$ cat config.mk
export PLATFORM = sky130hd
export DESIGN_NAME = adc_control_and_result_regs
export DESIGN_NICKNAME = d
export VERILOG_FILES = /design/src/verilog/adc_ctrl_pkg.sv /design/src/verilog/adc_result_bank.sv /design/src/verilog/adc_control_and_result_regs.sv
export SDC_FILE = /design/constraint.sdc
export NUM_CORES = 1
export LEC_CHECK = 0
export BUFFER_PORTS_ARGS = -buffer_cell sky130_fd_sc_hd__buf_2
export CAP_MARGIN = 10
export CORE_MARGIN = 10
export CORE_UTILIZATION = 49
export CTS_BUF_LIST = sky130_fd_sc_hd__clkbuf_4
export CTS_CLUSTER_DIAMETER = 150
export DETAILED_ROUTE_END_ITERATION = 7
export GPL_TIMING_DRIVEN = 0
export HOLD_SLACK_MARGIN = 0.08
export PLACE_DENSITY = 0.7
export SLEW_MARGIN = 20
export SYNTH_ARGS = -nofsm -noshare
export SYNTH_HDL_FRONTEND = slang
export SYNTH_HIERARCHICAL = 1
export SYNTH_SLANG_ARGS = --single-unit
$ cat constraint.sdc
create_clock -name i_clk -period 3.2 [get_ports i_clk]
set_input_delay 0.16 -clock i_clk [delete_from_list [all_inputs] [get_ports i_clk]]
set_output_delay 0.16 -clock i_clk [all_outputs]
set_load 0.01 [all_outputs]
$ cat src/verilog/adc_ctrl_pkg.sv
// constants, register map and types of the converter control block
package adc_ctrl_pkg;

    // ****************************************************************
    // register map (low 16 bits of the byte address)
    // ****************************************************************
    localparam logic [15:0] ADDR_RESULT_A_HI = 16'hFFE0;
    localparam logic [15:0] ADDR_RESULT_A_LO = 16'hFFE1;
    localparam logic [15:0] ADDR_RESULT_B_HI = 16'hFFE2;
    localparam logic [15:0] ADDR_RESULT_B_LO = 16'hFFE3;
    localparam logic [15:0] ADDR_RESULT_C_HI = 16'hFFE4;
    localparam logic [15:0] ADDR_RESULT_C_LO = 16'hFFE5;
    localparam logic [15:0] ADDR_RESULT_D_HI = 16'hFFE6;
    localparam logic [15:0] ADDR_RESULT_D_LO = 16'hFFE7;
    localparam logic [15:0] ADDR_CTRL_STATUS = 16'hFFE8;
    localparam logic [15:0] ADDR_TRIG_CTRL   = 16'hFFE9;

    // ****************************************************************
    // control/status register fields
    // ****************************************************************
    localparam int BIT_END_FLAG   = 7;
    localparam int BIT_IRQ_ENABLE = 6;
    localparam int BIT_START      = 5;
    localparam int BIT_SCAN       = 4;
    localparam int BIT_TIME_SEL   = 3;
    localparam int BIT_GROUP_SEL  = 2;
    localparam int BIT_INDEX_HI   = 1;
    localparam int BIT_INDEX_LO   = 0;

    // trigger control register fields
    localparam int BIT_TRIG_SEL_HI = 7;
    localparam int BIT_TRIG_SEL_LO = 6;
    localparam logic [1:0] TRIG_TIMER = 2'h2;
    localparam logic [1:0] TRIG_PIN   = 2'h3;
    localparam logic [5:0] TRIG_CTRL_RSVD = 6'h3F;

    // ****************************************************************
    // reset values
    // ****************************************************************
    localparam logic [15:0] RESULT_RESET    = 16'h0000;
    localparam logic [7:0]  CTRL_RESET      = 8'h00;
    localparam logic [1:0]  TRIG_SEL_RESET  = 2'h0;
    localparam logic [7:0]  RDATA_UNMAPPED  = 8'h00;

    // ****************************************************************
    // conversion timing, one state is one system clock
    // ****************************************************************
    localparam int STATE_CYCLES        = 1;
    localparam int CONV_STATES_SLOW    = 266;
    localparam int CONV_STATES_FAST    = 134;
    localparam int CONV_CNT_W          = 9;
    localparam logic [CONV_CNT_W-1:0] CONV_LAST_SLOW =
        CONV_CNT_W'(CONV_STATES_SLOW * STATE_CYCLES - 1);
    localparam logic [CONV_CNT_W-1:0] CONV_LAST_FAST =
        CONV_CNT_W'(CONV_STATES_FAST * STATE_CYCLES - 1);

    // sequencer states
    typedef enum logic {
        ST_IDLE = 1'b0,
        ST_CONV = 1'b1
    } seq_state_t;

endpackage : adc_ctrl_pkg

$ cat src/verilog/adc_result_bank.sv
// bank of four left-justified conversion result registers
`timescale 1ns/1ps
module adc_result_bank
    import adc_ctrl_pkg::*;
#(
    parameter int RES_W = 10
) (
    input  wire logic             i_clk,
    input  wire logic             i_clear,
    input  wire logic             i_wr_en,
    input  wire logic [1:0]       i_wr_slot,
    input  wire logic [RES_W-1:0] i_wr_data,
    input  wire logic [1:0]       i_rd_slot,
    output logic      [15:0]      o_rd_word
);

    // ****************************************************************
    // storage
    // ****************************************************************
    logic [15:0] result_q [4];

    // place the result at the top of the word, low bits zero
    function automatic logic [15:0] left_justify(
        input logic [RES_W-1:0] raw
    );
        logic [15:0] w;
        w = RESULT_RESET;
        w[15 -: RES_W] = raw;
        return w;
    endfunction : left_justify

    // one register per slot, cleared by reset and low-power entry
    always_ff @(posedge i_clk) begin
        for (int i = 0; i < 4; i++) begin
            if (i_clear) begin
                result_q[i] <= RESULT_RESET;
            end else if (i_wr_en && (i_wr_slot == 2'(i))) begin
                result_q[i] <= left_justify(i_wr_data);
            end
        end
    end

    // read port, bits below the result are always zero
    assign o_rd_word = result_q[i_rd_slot];

endmodule : adc_result_bank

$ cat src/verilog/adc_control_and_result_regs.sv
// control, status and result registers of the 8-channel converter
`timescale 1ns/1ps
module adc_control_and_result_regs
    import adc_ctrl_pkg::*;
#(
    parameter int RES_W = 10
) (
    input  wire logic             i_clk,
    input  wire logic             i_rst_n,
    input  wire logic             i_low_power,
    input  wire logic [15:0]      i_addr,
    input  wire logic             i_rd,
    input  wire logic             i_wr,
    input  wire logic [7:0]       i_wdata,
    input  wire logic             i_dtc_xfer,
    output logic      [7:0]       o_rdata,
    input  wire logic             i_timer_trig,
    input  wire logic             i_ext_conv_trigger_pin_n,
    input  wire logic [RES_W-1:0] i_conv_data,
    output logic                  o_conv_active,
    output logic                  o_conv_begin,
    output logic      [2:0]       o_conv_channel,
    output logic                  o_conv_time_select,
    output logic                  o_conv_end_irq
);

    // ****************************************************************
    // address decode helpers
    // ****************************************************************

    // any of the eight result byte addresses
    function automatic logic is_result(input logic [15:0] a);
        return a[15:3] == ADDR_RESULT_A_HI[15:3];
    endfunction : is_result

    // the upper byte of a result register sits at the even address
    function automatic logic is_result_hi(input logic [15:0] a);
        return is_result(a) && !a[0];
    endfunction : is_result_hi

    // ****************************************************************
    // declarations
    // ****************************************************************
    logic                  clear;
    logic                  csr_wr;
    logic                  csr_rd;
    logic                  trig_wr;
    logic                  end_flag_q;
    logic                  seen_one_q;
    logic                  irq_enable_q;
    logic                  start_q;
    logic                  scan_q;
    logic                  time_sel_q;
    logic [2:0]            chan_sel_q;
    logic [1:0]            trig_sel_q;
    logic                  ext_pin_q;
    logic                  ext_fall;
    logic                  hw_start;
    logic                  sw_start;
    logic                  sw_stop;
    logic                  sw_flag_clear;
    logic                  dtc_flag_clear;
    seq_state_t            state_q;
    logic [CONV_CNT_W-1:0] cnt_q;
    logic [CONV_CNT_W-1:0] conv_last;
    logic [1:0]            slot_q;
    logic                  conv_end;
    logic                  last_slot;
    logic                  single_done;
    logic                  flag_set;
    logic [15:0]           rd_word;
    logic [7:0]            temp_q;
    logic [7:0]            rdata_q;
    logic                  active_q;
    logic                  begin_q;
    logic                  irq_q;
    logic [7:0]            csr_view;

    // ****************************************************************
    // access strobes
    // ****************************************************************

    // reset and low-power entry clear the block alike, but only reset presets the trigger pin sample
    assign clear   = !i_rst_n || i_low_power;
    assign csr_wr  = i_wr && (i_addr == ADDR_CTRL_STATUS);
    assign csr_rd  = i_rd && (i_addr == ADDR_CTRL_STATUS);
    assign trig_wr = i_wr && (i_addr == ADDR_TRIG_CTRL);

    // software effects on the start bit and the end flag
    assign sw_start = csr_wr && i_wdata[BIT_START];
    assign sw_stop  = csr_wr && !i_wdata[BIT_START];
    assign sw_flag_clear = csr_wr && !i_wdata[BIT_END_FLAG]
                           && seen_one_q;
    // a transfer-controller read of any result byte clears the flag
    assign dtc_flag_clear = i_dtc_xfer && i_rd && is_result(i_addr);

    // ****************************************************************
    // hardware start triggers
    // ****************************************************************

    // the trigger pin is active low, a falling edge asks for a start
    always_ff @(posedge i_clk) begin
        if (!i_rst_n) begin
            ext_pin_q <= 1'b1;
        end else begin
            ext_pin_q <= i_ext_conv_trigger_pin_n;
        end
    end

    assign ext_fall = ext_pin_q && !i_ext_conv_trigger_pin_n;

    // codes 00 and 01 leave only the software start
    assign hw_start = ((trig_sel_q == TRIG_TIMER) && i_timer_trig)
                      || ((trig_sel_q == TRIG_PIN) && ext_fall);

    // ****************************************************************
    // control fields written by software
    // ****************************************************************

    // enable, mode, time and channel fields
    always_ff @(posedge i_clk) begin
        if (clear) begin
            irq_enable_q <= CTRL_RESET[BIT_IRQ_ENABLE];
            scan_q       <= CTRL_RESET[BIT_SCAN];
            time_sel_q   <= CTRL_RESET[BIT_TIME_SEL];
            chan_sel_q   <= CTRL_RESET[BIT_GROUP_SEL:BIT_INDEX_LO];
        end else if (csr_wr) begin
            irq_enable_q <= i_wdata[BIT_IRQ_ENABLE];
            scan_q       <= i_wdata[BIT_SCAN];
            time_sel_q   <= i_wdata[BIT_TIME_SEL];
            chan_sel_q   <= i_wdata[BIT_GROUP_SEL:BIT_INDEX_LO];
        end
    end

    // trigger select field of the trigger control register
    always_ff @(posedge i_clk) begin
        if (clear) begin
            trig_sel_q <= TRIG_SEL_RESET;
        end else if (trig_wr) begin
            trig_sel_q <= i_wdata[BIT_TRIG_SEL_HI:BIT_TRIG_SEL_LO];
        end
    end

    // ****************************************************************
    // start bit
    // ****************************************************************

    // any start request wins over a stop or an automatic clear
    always_ff @(posedge i_clk) begin
        if (clear) begin
            start_q <= CTRL_RESET[BIT_START];
        end else if (sw_start || hw_start) begin
            start_q <= 1'b1;
        end else if (sw_stop) begin
            start_q <= 1'b0;
        end else if (single_done) begin
            start_q <= 1'b0;
        end
    end

    // ****************************************************************
    // conversion end flag
    // ****************************************************************

    // remembers a read of the flag as one, armed for the clear
    always_ff @(posedge i_clk) begin
        if (clear) begin
            seen_one_q <= 1'b0;
        end else if (csr_rd && end_flag_q) begin
            seen_one_q <= 1'b1;
        end else if (csr_wr || !end_flag_q) begin
            seen_one_q <= 1'b0;
        end
    end

    // setting wins over either clear in the same cycle
    always_ff @(posedge i_clk) begin
        if (clear) begin
            end_flag_q <= CTRL_RESET[BIT_END_FLAG];
        end else if (flag_set) begin
            end_flag_q <= 1'b1;
        end else if (sw_flag_clear || dtc_flag_clear) begin
            end_flag_q <= 1'b0;
        end
    end

    // ****************************************************************
    // conversion sequencer
    // ****************************************************************

    // last timer count of a conversion, one system clock less than its length
    assign conv_last = time_sel_q ? CONV_LAST_FAST : CONV_LAST_SLOW;

    // one channel finishes when the timer reaches its last state
    assign conv_end    = (state_q == ST_CONV) && start_q
                         && (cnt_q == conv_last);
    assign last_slot   = slot_q == chan_sel_q[1:0];
    assign single_done = conv_end && !scan_q;
    assign flag_set    = conv_end && (!scan_q || last_slot);

    // walks the selected channels, restarting scans from slot 0
    always_ff @(posedge i_clk) begin
        if (clear) begin
            state_q <= ST_IDLE;
            cnt_q   <= '0;
            slot_q  <= 2'h0;
            begin_q <= 1'b0;
        end else begin
            begin_q <= 1'b0;
            unique case (state_q)
                ST_IDLE: begin
                    if (start_q) begin
                        state_q <= ST_CONV;
                        cnt_q   <= '0;
                        begin_q <= 1'b1;
                        // scan starts at the group's first channel
                        slot_q  <= scan_q ? 2'h0 : chan_sel_q[1:0];
                    end
                end
                ST_CONV: begin
                    if (!start_q) begin
                        state_q <= ST_IDLE;
                    end else if (conv_end) begin
                        cnt_q <= '0;
                        if (!scan_q) begin
                            state_q <= ST_IDLE;
                        end else begin
                            // no new channel start once software stops
                            begin_q <= !sw_stop;
                            slot_q  <= last_slot ? 2'h0
                                                 : slot_q + 2'h1;
                        end
                    end else begin
                        cnt_q <= cnt_q + CONV_CNT_W'(1);
                    end
                end
            endcase
        end
    end

    // busy indicator toward the analogue core
    always_ff @(posedge i_clk) begin
        if (clear) begin
            active_q <= 1'b0;
        end else begin
            active_q <= start_q && (state_q == ST_CONV) && !conv_end
                        || start_q && (state_q == ST_IDLE)
                        || conv_end && scan_q && !sw_stop;
        end
    end

    // ****************************************************************
    // result registers
    // ****************************************************************

    // slot number equals channel position inside the group
    adc_result_bank #(
        .RES_W     (RES_W)
    ) u_bank (
        .i_clk     (i_clk),
        .i_clear   (clear),
        .i_wr_en   (conv_end),
        .i_wr_slot (slot_q),
        .i_wr_data (i_conv_data),
        .i_rd_slot (i_addr[2:1]),
        .o_rd_word (rd_word)
    );

    // ****************************************************************
    // bus read path
    // ****************************************************************

    // status view of the control/status register
    assign csr_view = {end_flag_q, irq_enable_q, start_q, scan_q,
                       time_sel_q, chan_sel_q};

    // upper byte read loads the shared temporary with the lower byte
    always_ff @(posedge i_clk) begin
        if (clear) begin
            temp_q  <= RESULT_RESET[7:0];
            rdata_q <= RDATA_UNMAPPED;
        end else if (i_rd) begin
            if (is_result_hi(i_addr)) begin
                rdata_q <= rd_word[15:8];
                temp_q  <= rd_word[7:0];
            end else if (is_result(i_addr)) begin
                rdata_q <= temp_q;
            end else if (i_addr == ADDR_CTRL_STATUS) begin
                rdata_q <= csr_view;
            end else if (i_addr == ADDR_TRIG_CTRL) begin
                rdata_q <= {trig_sel_q, TRIG_CTRL_RSVD};
            end else begin
                rdata_q <= RDATA_UNMAPPED;
            end
        end
    end

    // ****************************************************************
    // interrupt request
    // ****************************************************************

    // request follows flag and enable one clock later
    always_ff @(posedge i_clk) begin
        if (clear) begin
            irq_q <= 1'b0;
        end else begin
            irq_q <= end_flag_q && irq_enable_q;
        end
    end

    // ****************************************************************
    // outputs
    // ****************************************************************
    assign o_rdata            = rdata_q;
    assign o_conv_active      = active_q;
    assign o_conv_begin       = begin_q;
    assign o_conv_channel     = {chan_sel_q[2], slot_q};
    assign o_conv_time_select = time_sel_q;
    assign o_conv_end_irq     = irq_q;

endmodule : adc_control_and_result_regs

==> results.yml <==
critical_path:
  rr_worst_depth: 8
  crit_path_end_kind: "flop"
  worstPathCellList: "ha_1 -> or4b_1 -> clkbuf_1 -> nor2_1 -> and3_1 -> buf_2 -> inv_1 -> o21bai_2"
  cp.arrival_ns: 3.08
  slowest_stage: "o21bai_2"
  r2r-start: "cnt_q[0]"
  r2r_setup_slack_ns: 0.18
  timing.rr.end: "u_bank/result_q[0][3]"
  critical_path.top_delay_family: "simple AND/OR/NAND/NOR gates"
  critPathKind: "flop to flop"
  path_buf_inv: 3
  cp_max_fo: 10
  cp_num_cells: 8
  start_kind: "flop"
  cp.required_ns: 3.26
  critical-path-max-stage-delay_ns: 0.54
cts:
  cts.path.max_buffers: 2
  cts_sinks: 83
  cts_made_buffers: 9
  clk_latency_ns: 0.43
  cts_root_buf: "clkbuf_4"
  cts_tree: "yes"
  clk_pin_slew_ns: 0.13
  cts-htree-levels: 3
logic_synthesis:
  synth_edf_count: 40
  synth_top_flop_cell: "dfxtp_1"
  yosysWarningCount: 6
  synth.distinct_cells: 54
  ys_ff_latch: 83
  yosys.area.top_type_share_pct: 29.65
  synth_largest_area_cell: "edfxtp_1"
  synthTopCellsByArea: "edfxtp_1 (30%), dfxtp_1 (21%), mux4_2 (5.6%), nor2_1 (4.2%), nand2_1 (3.1%)"
  synth_area_per_cell_um2: 10.28
  seq_area_frac_synth_pct: 50.90
  syn-cell-area_um2: 4051
  async_reset_ff_share_pct: 0
  netlist_instances: 394
global_routing:
  grt_start_max_net_pins: 15
  antenna_found_initial: 0
  grt_pass1_vias: 3250
  grt_util_all_layers_pct: 16.17
  grt_first_pass_wirelength_um: 16290
  overflow: 0
place:
  dp_cells: 559
  dp_hpwl_um: 7160
  gp_congestion: 0.8323
  portBuffers: 55
timing:
  fmax_mhz: 331.5
  fin_tns_setup_ns: 0
  finalHoldViolCount: 0
  worst_pin_slew_ns: 0.7501
  rsz0062_at_grt: "false"
  clock_skew_ns: 0.02234
  min_period_over_period_pct: 94.28
  finalCriticalPeriod_ns: 3.017
  drv_slew: 0
  setup_violations: 0
  max-slew-margin-rel_pct: 49.99
route:
  via_count: 3266
  via_per_inst: 5.554
  wl_per_cell_um: 17.19
  drt_iter0_markers: 233
  drt_first_pass_iters: 4
  drt_wl_total_um: 10110
  drc_errors: 0
  ant_nets: 0
layout:
  drive_above_1_share_pct: 24.22
  nets: 522
  syn_to_final_growth_pct: 18.22
  diodes: 0
  finalNonFillerCells: 588
floorplan:
  io_pins: 57
  die_h_um: 110.9
  die_area_um2: 12310
  initial_core_util_pct: 49.81
  row_count: 33
  fp.dieW_um: 110.9
  core_um2: 8134
power:
  switching_share_pct: 21.99
  p_int_mw: 1.544
  leakage_nw: 1.724
  clkPwrFrac_pct: 34.6
  power_frac_comb_pct: 7.5
  p_switching_uw: 435.3
  power_frac_seq_pct: 57.9
  vdd_drop_max_mv: 0.1570
  powerDensity_nw_per_um2: 413.3
flow_run:
  drv_cap: 0
hold_path:
  hold_path_depth: 3
  hold_end: "u_bank/result_q[2][0]"
  hold_path.class: "input pin to flop"
  worstHoldStart: "i_conv_data[0]"
status:
  outcome: "completed"
-- worst reg2reg max path, delay by kind of cell, from the launching register on --
family | cells | cell delay, ns
flip-flops | 1 | 0.44
adder cells (fa/ha/maj) | 1 | 0.18
AND/OR/NAND/NOR | 3 | 0.87
buffers and inverters | 3 | 0.62
AO/OA/AOI/OAI | 1 | 0.54
-- Yosys cell counts (5+ instances only) --
cell type   n
nor2b_1     5
o21ai_0    20
o21ai_1    11
mux2_2      8
mux4_2     10
edfxtp_1   40
nor2_1     45
inv_1       7
a21oi_1    21
nand3_1    20
buf_4       7
a31oi_1     9
nand2b_1   12
nand2_1    33
clkbuf_1   15
dfxtp_1    43
nor3_1      5
buf_2       5
nand3b_1   12
-- layer usage --
| layer | track usage (%) | part of all wire [%] |
|---|---|---|
| met2 | 26.73 | 50 |
| met4 | 6.337 | 1.3 |
| met5 | 0 | 0 |
| met1 | 19.95 | 44 |
| met3 | 3.626 | 5.2 |
-- how the worst max path moves through the flow --
stage                       endpoint     start  slack [ns]
2_1_floorplan  u_bank/result_q[0][0]  cnt_q[0]        0.64
3_3_place_gp   u_bank/result_q[3][7]  cnt_q[0]        0.01
3_5_place_dp   u_bank/result_q[3][7]  cnt_q[0]       -0.08
4_1_cts        u_bank/result_q[2][5]  cnt_q[0]       -0.09
5_1_grt        u_bank/result_q[2][3]  cnt_q[0]        0.03
6_report       u_bank/result_q[0][3]  cnt_q[0]        0.18
-- sequential cells by signal (all words and copies together), names as in the netlist, 2 cells and up --
| register | count |
|---|---|
| o_rdata | 8 |
| trig_sel_q | 2 |
| u_bank/result_q | 40 |
| chan_sel_q | 3 |
| slot_q | 2 |
| cnt_q | 9 |
| temp_q | 8 |
-- cell families after synthesis --
| logic type | count (synthesis) | synth area share [%] |
|---|---|---|
| other | 1 | 0.09256 |
| adders and majority gates | 2 | 0.6176 |
| buffers and inverters | 39 | 5.034 |
| DFF | 83 | 50.90 |
| muxes | 19 | 8.030 |
| AOI/OAI and AO/OA | 89 | 13.34 |
| xor gates and xnor gates | 3 | 0.6487 |
| and+or+nand+nor | 158 | 21.34 |
-- per-stage QoR --
step	hold WS (ns)	utilization (%)	power, mW	area [um2]	setup slack [ns]
floorplan	0.2330	-	1.247	4070	0.6378
global placement	0.3535	55.04	1.300	4477	0.01352
detailed placement	0.3587	55.04	1.305	4477	-0.08328
CTS	0.1207	58.65	1.989	4771	-0.08983
global route	0.1274	58.88	2.054	4790	0.02862
finish	0.1394	58.88	1.979	4790	0.1830
-- layout by cell type (no fill, tap or decap), drive strengths merged, types with 6 or more instances in the layout --
cell | synthesis | final
a21oi | 21 | 21
a31oi | 9 | 9
buf | 15 | 70
clkbuf | 17 | 28
conb | 1 | 6
dfxtp | 43 | 43
dlygate4sd3 | 0 | 13
edfxtp | 40 | 40
inv | 7 | 7
mux2 | 8 | 8
mux4 | 10 | 10
nand2 | 33 | 33
nand2b | 12 | 12
nand3 | 20 | 20
nand3b | 12 | 12
nor2 | 45 | 45
o21ai | 31 | 31
-- power groups by stage --
stage / sequential, mW / clock, mW / combinational, mW
global route: 1.15 / 0.744 / 0.161
floorplan: 1.17 / 0 / 0.0794
detailed placement: 1.17 / 0 / 0.135
CTS: 1.15 / 0.696 / 0.147
global placement: 1.17 / 0 / 0.132
finish: 1.15 / 0.685 / 0.149
-- final cells by class --
type                            instances  area, um2
Sequential cell                        83       2062
Clock buffer                           11      82.58
Multi-Input combinational cell        277       1827
Tap cell                              105      131.4
Inverter                                7      26.28
Timing Repair Buffer                   68      405.4
Clock inverter                          5      77.57
Fill cell                             696       3344
Buffer                                 32      177.7
-- what timing repair did --
action                     in CTS  in global routing
setup buffers                   0                  0
resized for setup               1                  4
hold endpoints to repair       12                  0
setup endpoints to repair      40                 30
hold buffers                   13                  0
Power figures use the tool's default switching activity.
